**config.mk**
```make
export PLATFORM = sky130hd
export DESIGN_NAME = status_led_indicator_logic
export DESIGN_NICKNAME = d
export VERILOG_FILES = /design/src/status_led_pkg.sv /design/src/status_led_indicator_logic.sv
export SDC_FILE = /design/constraint.sdc
export NUM_CORES = 1
export LEC_CHECK = 0
export BUFFER_PORTS_ARGS = -buffer_cell sky130_fd_sc_hd__buf_2
export CAP_MARGIN = 10
export CORE_MARGIN = 5
export CORE_UTILIZATION = 45
export CTS_CLUSTER_SIZE = 28
export DETAILED_ROUTE_END_ITERATION = 6
export PLACE_DENSITY_LB_ADDON = 0.05
export SKIP_CTS_REPAIR_TIMING = 1
export SLEW_MARGIN = 20
export SYNTH_ARGS = -nofsm -noshare
export SYNTH_HDL_FRONTEND = slang
export SYNTH_SLANG_ARGS = --single-unit
```
**constraint.sdc**
```tcl
create_clock -name sys_clk_in -period 8.15 [get_ports sys_clk_in]
set_clock_uncertainty 0.05 [all_clocks]
set_input_delay 1.63 -clock sys_clk_in [delete_from_list [all_inputs] [get_ports sys_clk_in]]
set_output_delay 1.63 -clock sys_clk_in [all_outputs]
set_load 0.1 [all_outputs]
```
**src/status_led_pkg.sv**
```systemverilog
// Purpose: Shared constants and carrier types for the front-panel lamp logic
// Assumes: 50 MHz system clock; blink timing runs from a 1 ms tick
// Notes:   Register byte offsets sit on 32-bit word boundaries
package status_led_pkg;

    // Clock and tick timing
    localparam int CLK_PERIOD_NS  = 20;
    localparam int TICK_PERIOD_NS = 1000000;
    localparam int TICK_CYCLES_DFLT = TICK_PERIOD_NS / CLK_PERIOD_NS;
    localparam int TICK_CYCLES_MIN  = 2;
    localparam int TICK_CYCLES_MAX  = 65535;

    // Blink half-periods and interlock release time, in milliseconds
    localparam int BLINK_ON_MS    = 250;
    localparam int BLINK_OFF_MS   = 250;
    localparam int ILOCK_TIME_MS  = 1000;
    localparam logic [7:0] BLINK_ON_RST =
        8'(BLINK_ON_MS * (1000000 / TICK_PERIOD_NS));
    localparam logic [7:0] BLINK_OFF_RST =
        8'(BLINK_OFF_MS * (1000000 / TICK_PERIOD_NS));
    localparam logic [15:0] ILOCK_TIME_RST =
        16'(ILOCK_TIME_MS * (1000000 / TICK_PERIOD_NS));

    // Register map
    localparam int ADDR_W = 4;
    localparam int DATA_W = 32;
    localparam logic [3:0] ADDR_PRESCALE = 4'h0;
    localparam logic [3:0] ADDR_BLINK    = 4'h4;
    localparam logic [3:0] ADDR_ILOCK    = 4'h8;
    localparam logic [3:0] ADDR_STATUS   = 4'hc;
    localparam int BLINK_ON_LSB  = 0;
    localparam int BLINK_OFF_LSB = 8;

    // Blink group shaping
    localparam logic [4:0] INFO_BLINKS = 5'h02;
    localparam logic [4:0] GROUP_GAP   = 5'h02;
    localparam logic [4:0] MIN_BLINKS  = 5'h01;

    // Simulation mode colour sequence
    typedef enum logic [1:0] {
        SIM_GREEN = 2'b00,
        SIM_RED   = 2'b01,
        SIM_BOTH  = 2'b10,
        SIM_DARK  = 2'b11
    } sim_phase_t;

    // Status flags from the rest of the driver
    typedef struct packed {
        logic       power;
        logic       alarm;
        logic       alarm_fatal;
        logic [3:0] alarm_count;
        logic       pwr_removal;
        logic       info;
        logic       teaching;
        logic       ilock_release;
        logic       origin_func;
        logic       sim_mode;
        logic       selftest;
        logic       comm_invalid;
        logic       addr_dup;
        logic       online;
        logic       connected;
        logic       conn_timeout;
        logic       frame_activity;
    } status_t;

    // Lamp drive, one bit per element
    typedef struct packed {
        logic pa_g;
        logic pa_r;
        logic ms_g;
        logic ms_r;
        logic ns_g;
        logic ns_r;
        logic link;
    } lamps_t;

    // Whole state of the lamp block
    typedef struct packed {
        logic [15:0]       prescale;
        logic [7:0]        blink_on;
        logic [7:0]        blink_off;
        logic [15:0]       ilock_time;
        logic [15:0]       presc_cnt;
        logic              tick;
        logic [7:0]        phase_cnt;
        logic              blink;
        logic [4:0]        grp;
        sim_phase_t        sim;
        logic [15:0]       ilock_cnt;
        logic              ilock_run;
        lamps_t            lamps;
        logic [DATA_W-1:0] rd_data;
    } state_t;

endpackage : status_led_pkg

```
**src/status_led_indicator_logic.sv**
```systemverilog
// Purpose: Drives the four front-panel lamps from driver status flags
// Assumes: Flags are synchronous to sys_clk_in; interlock release is a pulse
// Notes:
// Notes on behaviour
// Powered and idle: power lamp steady green
// Alarm: red blinks alarm-code count, green off
// Power removal active: green blinks, red off
// Information pending: both elements double blink
// Teaching or remote run: same double blink; code decodes teaching only, it has no remote-run flag
// Interlock release: both blink for set time
// Origin switch function running: both lit steady
// Simulation: green, red, both, dark repeating
// No power: module and network lamps dark
// Invalid comm settings: module lamp blinks green
// Normal operation: module lamp steady green
// Resettable alarm or address clash: blink red
// Non-resettable alarm: module lamp steady red
// Self-test: module and network lamps alternate
// Offline: network lamp dark
// Online, no connection: network lamp blinks green
// Online and connected: network lamp steady green
// Connection timeout: network lamp blinks red
// Duplicate address: network lamp steady red
// Link lamp: off, blinking on traffic, else on
// All blinking from one prescaled tick, programmable
// Power lamp priority: sim, alarm, removal, origin, interlock, info
`timescale 1ns/1ps

module status_led_indicator_logic
    import status_led_pkg::*;
#(
    parameter int TICK_CYCLES = TICK_CYCLES_DFLT
) (
    input  wire logic              sys_clk_in,
    input  wire logic              reset_n_in,
    input  wire status_t           status_in,
    input  wire logic [ADDR_W-1:0] addr_in,
    input  wire logic [DATA_W-1:0] wr_data_in,
    input  wire logic              wr_en_in,
    input  wire logic              rd_en_in,
    output lamps_t                 lamps_out,
    output logic [DATA_W-1:0]      rd_data_out
);

    // Refuse tick lengths the 16-bit prescaler cannot hold
    if (TICK_CYCLES < TICK_CYCLES_MIN || TICK_CYCLES > TICK_CYCLES_MAX) begin : g_chk
        $error("TICK_CYCLES out of range");
    end

    localparam logic [15:0] PRESCALE_RST = 16'(TICK_CYCLES);
    localparam logic [15:0] PRESCALE_MIN = 16'(TICK_CYCLES_MIN);

    state_t q;
    state_t d;

    // Combinational helpers
    logic [7:0]  half_len;
    logic        half_end;
    logic [4:0]  n_sel;
    logic        pattern_on;
    logic [15:0] wr_prescale;
    logic [15:0] ilock_next;

    // Next-state logic for the whole block
    always_comb begin
        d = q;
        d.tick = 1'b0;

        // Register writes; a tiny prescale would stall the tick, so clamp it
        wr_prescale = wr_data_in[15:0];
        if (wr_en_in) begin
            case (addr_in)
                ADDR_PRESCALE: begin
                    d.prescale = (wr_prescale < PRESCALE_MIN) ? PRESCALE_MIN
                                                              : wr_prescale;
                end
                ADDR_BLINK: begin
                    d.blink_on  = wr_data_in[BLINK_ON_LSB +: 8];
                    d.blink_off = wr_data_in[BLINK_OFF_LSB +: 8];
                end
                ADDR_ILOCK: begin
                    d.ilock_time = wr_data_in[15:0];
                end
                default: begin
                    d.prescale = q.prescale;
                end
            endcase
        end

        // Shared tick prescaler
        if (q.presc_cnt >= q.prescale - 16'h0001) begin
            d.presc_cnt = 16'h0000;
            d.tick      = 1'b1;
        end else begin
            d.presc_cnt = q.presc_cnt + 16'h0001;
        end

        // Blink square wave with separate on and off lengths
        half_len = q.blink ? q.blink_on : q.blink_off;
        if (half_len == 8'h00) begin
            half_len = 8'h01;
        end
        half_end = q.tick && (q.phase_cnt >= half_len - 8'h01);
        if (q.tick) begin
            d.phase_cnt = half_end ? 8'h00 : q.phase_cnt + 8'h01;
        end
        if (half_end) begin
            d.blink = ~q.blink;
        end

        // Group length: alarm code count, otherwise a double blink
        if (status_in.alarm) begin
            n_sel = {1'b0, status_in.alarm_count};
            if (n_sel < MIN_BLINKS) begin
                n_sel = MIN_BLINKS;
            end
        end else begin
            n_sel = INFO_BLINKS;
        end

        // Count blinks within a group, then pause for the gap
        if (half_end && q.blink) begin
            if (q.grp >= n_sel + GROUP_GAP - 5'h01) begin
                d.grp = 5'h00;
            end else begin
                d.grp = q.grp + 5'h01;
            end
        end
        pattern_on = q.blink && (q.grp < n_sel);

        // Simulation colour sequence steps on each half period
        if (half_end) begin
            case (q.sim)
                SIM_GREEN: d.sim = SIM_RED;
                SIM_RED:   d.sim = SIM_BOTH;
                SIM_BOTH:  d.sim = SIM_DARK;
                SIM_DARK:  d.sim = SIM_GREEN;
                default:   d.sim = SIM_GREEN;
            endcase
        end

        // Interlock release window, counted in ticks
        ilock_next = q.ilock_cnt + 16'h0001;
        if (status_in.ilock_release) begin
            d.ilock_run = 1'b1;
            d.ilock_cnt = 16'h0000;
        end else if (q.ilock_run && q.tick) begin
            d.ilock_cnt = ilock_next;
            if (ilock_next >= q.ilock_time) begin
                d.ilock_run = 1'b0;
            end
        end

        // Power/alarm lamp, highest priority first
        d.lamps.pa_g = 1'b1;
        d.lamps.pa_r = 1'b0;
        if (!status_in.power) begin
            d.lamps.pa_g = 1'b0;
            d.lamps.pa_r = 1'b0;
        end else if (status_in.sim_mode) begin
            d.lamps.pa_g = (q.sim == SIM_GREEN) || (q.sim == SIM_BOTH);
            d.lamps.pa_r = (q.sim == SIM_RED) || (q.sim == SIM_BOTH);
        end else if (status_in.alarm) begin
            d.lamps.pa_g = 1'b0;
            d.lamps.pa_r = pattern_on;
        end else if (status_in.pwr_removal) begin
            d.lamps.pa_g = q.blink;
            d.lamps.pa_r = 1'b0;
        end else if (status_in.origin_func) begin
            d.lamps.pa_g = 1'b1;
            d.lamps.pa_r = 1'b1;
        end else if (q.ilock_run) begin
            d.lamps.pa_g = q.blink;
            d.lamps.pa_r = q.blink;
        end else if (status_in.info || status_in.teaching) begin // see
            d.lamps.pa_g = pattern_on;
            d.lamps.pa_r = pattern_on;
        end

        // Module-state lamp
        d.lamps.ms_g = 1'b1;
        d.lamps.ms_r = 1'b0;
        if (!status_in.power) begin
            d.lamps.ms_g = 1'b0;
            d.lamps.ms_r = 1'b0;
        end else if (status_in.selftest) begin
            d.lamps.ms_g = q.blink;
            d.lamps.ms_r = ~q.blink;
        end else if (status_in.alarm_fatal) begin
            d.lamps.ms_g = 1'b0;
            d.lamps.ms_r = 1'b1;
        end else if (status_in.alarm || status_in.addr_dup) begin
            d.lamps.ms_g = 1'b0;
            d.lamps.ms_r = q.blink;
        end else if (status_in.comm_invalid) begin
            d.lamps.ms_g = q.blink;
            d.lamps.ms_r = 1'b0;
        end

        // Network-state lamp
        d.lamps.ns_g = 1'b0;
        d.lamps.ns_r = 1'b0;
        if (!status_in.power) begin
            d.lamps.ns_g = 1'b0;
        end else if (status_in.selftest) begin
            d.lamps.ns_g = q.blink;
            d.lamps.ns_r = ~q.blink;
        end else if (status_in.addr_dup) begin
            d.lamps.ns_r = 1'b1;
        end else if (status_in.conn_timeout) begin
            d.lamps.ns_r = q.blink;
        end else if (!status_in.online) begin
            d.lamps.ns_g = 1'b0;
        end else if (status_in.connected) begin
            d.lamps.ns_g = 1'b1;
        end else begin
            d.lamps.ns_g = q.blink;
        end

        // Link/activity lamp
        if (!status_in.power || !status_in.online) begin
            d.lamps.link = 1'b0;
        end else if (status_in.frame_activity) begin
            d.lamps.link = q.blink;
        end else begin
            d.lamps.link = 1'b1;
        end

        // Read data stands only in the cycle after the strobe
        d.rd_data = '0;
        if (rd_en_in) begin
            case (addr_in)
                ADDR_PRESCALE: d.rd_data = {16'h0000, q.prescale};
                ADDR_BLINK:    d.rd_data = {16'h0000, q.blink_off, q.blink_on};
                ADDR_ILOCK:    d.rd_data = {16'h0000, q.ilock_time};
                ADDR_STATUS:   d.rd_data = {21'h000000, q.lamps, q.ilock_run,
                                            q.blink, q.sim};
                default:       d.rd_data = '0;
            endcase
        end
    end

    // State register; every field has a constant reset value
    always_ff @(posedge sys_clk_in) begin
        if (!reset_n_in) begin
            q.prescale   <= PRESCALE_RST;
            q.blink_on   <= BLINK_ON_RST;
            q.blink_off  <= BLINK_OFF_RST;
            q.ilock_time <= ILOCK_TIME_RST;
            q.presc_cnt  <= 16'h0000;
            q.tick       <= 1'b0;
            q.phase_cnt  <= 8'h00;
            q.blink      <= 1'b0;
            q.grp        <= 5'h00;
            q.sim        <= SIM_GREEN;
            q.ilock_cnt  <= 16'h0000;
            q.ilock_run  <= 1'b0;
            q.lamps      <= '0;
            q.rd_data    <= '0;
        end else begin
            q <= d;
        end
    end

    // Outputs come straight from the state register
    assign lamps_out   = q.lamps;
    assign rd_data_out = q.rd_data;
endmodule : status_led_indicator_logic

```
==> out/metrics.yaml <==
status: "complete, no violations"
utilization_pct: 50.4
nets: 1020
first_iter_violations: 434
grt_pass1_wl_mm: 30.4
antenna_found_initial: 0
io_buffers: 66
detailed_place_hpwl_mm: 14.2
io_pins: 99
timing.final.crit_share_pct: 47.3
required_ns: 8.44
numCtsBuffers: 17
cp_cell_sequence: "buf_2, nor3_1, o21ai_0, inv_1, ha_1, xor2_1, ha_1, a21oi_1, o21ai_0, a311oi_1, a41oi_1, a31oi_1"
maxSlewViolCount: 0
slowest_delay_ns: 0.65
clk_path_buf_depth: 2
max_freq_mhz: 259
viasPerCell: 5.40
seq_area_um2: 2420
die_x_um: 136
drc: 0
multi_input_area_um2: 4210
worstMarginPinSlew_ns: 1.04
clk_latency_ns: 0.42
area_delta_synth_final_pct: 11.0
critPathTopFamily: "compound AO/OA/AOI/OAI gates"
ys_types: 57
track_usage_pct: 20.8
power_density_nw_per_um2: 185
routed_wl_mm: 18.8
synth_seq_cells: 121
fin_cells: 1128
grt_setup_unrepaired: "no"
final_common_cell: "nand2_1"
synth_area_um2: 7160
cts.sinks: 121
grt_max_degree: 45
cts_root_buffer: "clkbuf_16"
layout_common_cells: "nand2_1 (136), dfxtp_1 (121), a21oi_1 (71), buf_2 (66), ha_1 (58)"
fin_tns_setup_ns: 0
die-area_um2: 18500
vdd_drop_max_v: 0.000140
end_kind: "flop"
synthFlopType: "dfxtp_1"
clk_pin_slew_ns: 0.06
path_class: "in -> reg"
htree_levels: 4
core_area_um2: 15800
slew_headroom_pct: 30.6
synth-edff-count: 0
placementRows: 46
fin_crit_ns: 3.86
gr-total-overflow: 0
crit_fanout: 6
grt_pass1_vias: 5913
ys_warn_count: 0
maxCapViolCount: 0
crit_path_top_delay_cell: "a311oi_1"
cts_tree: "built"
dp.cells: 1099
crit_buf_inv: 2
start_util_pct: 45.4
wl_per_cell_um: 16.7
setup_viol: 0
arrival_ns: 4.15
syn_inst: 877
die-height_um: 136
ant_nets: 0
async_flop_share_pct: 0
power.leakage_nw: 3.17
hold_violations: 0
diodes: 0
syn_avg_cell_area_um2: 8.17
first_pass_iters: 5
via_count: 6091
gp_congestion: 0.823
ys_seq_area_share_pct: 33.8
drive_gt1_share_pct: 12.1
start_kind: "primary input"
n_fill_cell: 1537
hold_path.class: "reg -> reg"
## tightest hold or removal path: cells and delay by family (launching register included)
kind	cells	cell delay (ns)
flip-flops	1	0.32
AO/OA/AOI/OAI	1	0.05
AND/OR/NAND/NOR	1	0.05
## logic make-up (layout without fill, tap and decap cells)
group,Yosys count,count (layout),share of synthesized area (%)
XOR/XNOR,69,69,8.44
AND/OR/NAND/NOR,318,318,21.7
other,1,16,0.0523
flip-flops,121,121,33.8
buffers and inverters,112,132,8.26
AO/OA/AOI/OAI,189,189,16.3
adder cells (fa/ha/maj),58,58,10.1
multiplexers,9,9,1.31
## routing by layer
layer  global-route usage (%)  share of wire (%)  up-vias
li1                         -                  -     3079
met5                        0                  0        -
met2                     34.3                 48      137
met4                     6.94                1.8        0
met3                     4.07                4.8       29
met1                     27.2                 46     2846
## sequential cells by signal, summed over array words and instances (netlist names)
name / count
rd_data_out: 16
q: 98
lamps_out: 7
## cells in the mapped netlist, drive strengths merged, types with 2 or more instances
| cell type | n | share of area (%) |
|---|---|---|
| and4 | 4 | 0.49 |
| a211oi | 19 | 2.0 |
| buf | 52 | 5.1 |
| a22oi | 27 | 2.8 |
| a21o | 3 | 0.31 |
| nor3b | 3 | 0.31 |
| nand2b | 10 | 0.87 |
| a41oi | 4 | 0.49 |
| and2 | 6 | 0.52 |
| mux2 | 3 | 0.47 |
| o211ai | 6 | 0.63 |
| xnor2 | 37 | 4.5 |
| dfxtp | 121 | 34 |
| ha | 58 | 10 |
| nand3 | 33 | 2.3 |
| nand2 | 136 | 7.1 |
| a2111oi | 3 | 0.37 |
| and3 | 9 | 0.79 |
| nor4 | 9 | 1.2 |
| xor2 | 32 | 3.9 |
| or3 | 8 | 0.77 |
| a31oi | 5 | 0.44 |
| o221ai | 2 | 0.24 |
| nor3 | 18 | 1.3 |
| nand4 | 16 | 1.4 |
| nor2 | 52 | 2.7 |
| inv | 35 | 1.8 |
| clkbuf | 25 | 1.3 |
| mux2i | 6 | 0.84 |
| nand3b | 2 | 0.21 |
| nor2b | 4 | 0.35 |
| a311oi | 2 | 0.24 |
| o21ai | 38 | 2.7 |
| nor4b | 4 | 0.91 |
| or2 | 2 | 0.17 |
| a21oi | 71 | 5.0 |
## layout make-up
| type | instances | area share (%) |
|---|---|---|
| inverters | 35 | 1.65 |
| multi-input cells | 659 | 52.9 |
| clock inverters | 7 | 1.18 |
| clock buffers | 22 | 6.09 |
| repair buffers | 68 | 4.34 |
| flip-flops and latches | 121 | 30.5 |
| well taps | 216 | 3.40 |
## final timing paths
path,startpoint,end,slack (ns),depth (start not counted)
hold reg to reg,q[113],q[113],0.42,2
setup / recovery,status_in[16],q[61],4.29,12
hold / removal,q[113],q[113],0.42,2
setup reg to reg,q[63],q[66],4.47,13
## per-stage QoR
step / worst slack [ns] / area (µm²) / hold WS (ns) / power (mW)
global placement: 4.02 / 7380 / 0.406 / 0.741
detailed placement: 3.85 / 7380 / 0.415 / 0.744
global route: 4.02 / 7950 / 0.460 / 1.52
floorplan: 4.25 / 7220 / 0.395 / 0.715
CTS: 4.29 / 7950 / 0.423 / 1.48
finish: 4.29 / 7950 / 0.425 / 1.47
## power by group
group / switching (mW) / internal [mW] / leakage, nW
Clock: 0.265 / 0.476 / 0.280
Combinational: 0.0930 / 0.0297 / 1.91
Sequential: 0.00939 / 0.599 / 0.979
Total: 0.368 / 1.11 / 3.17
Power figures use the tool's default switching activity.
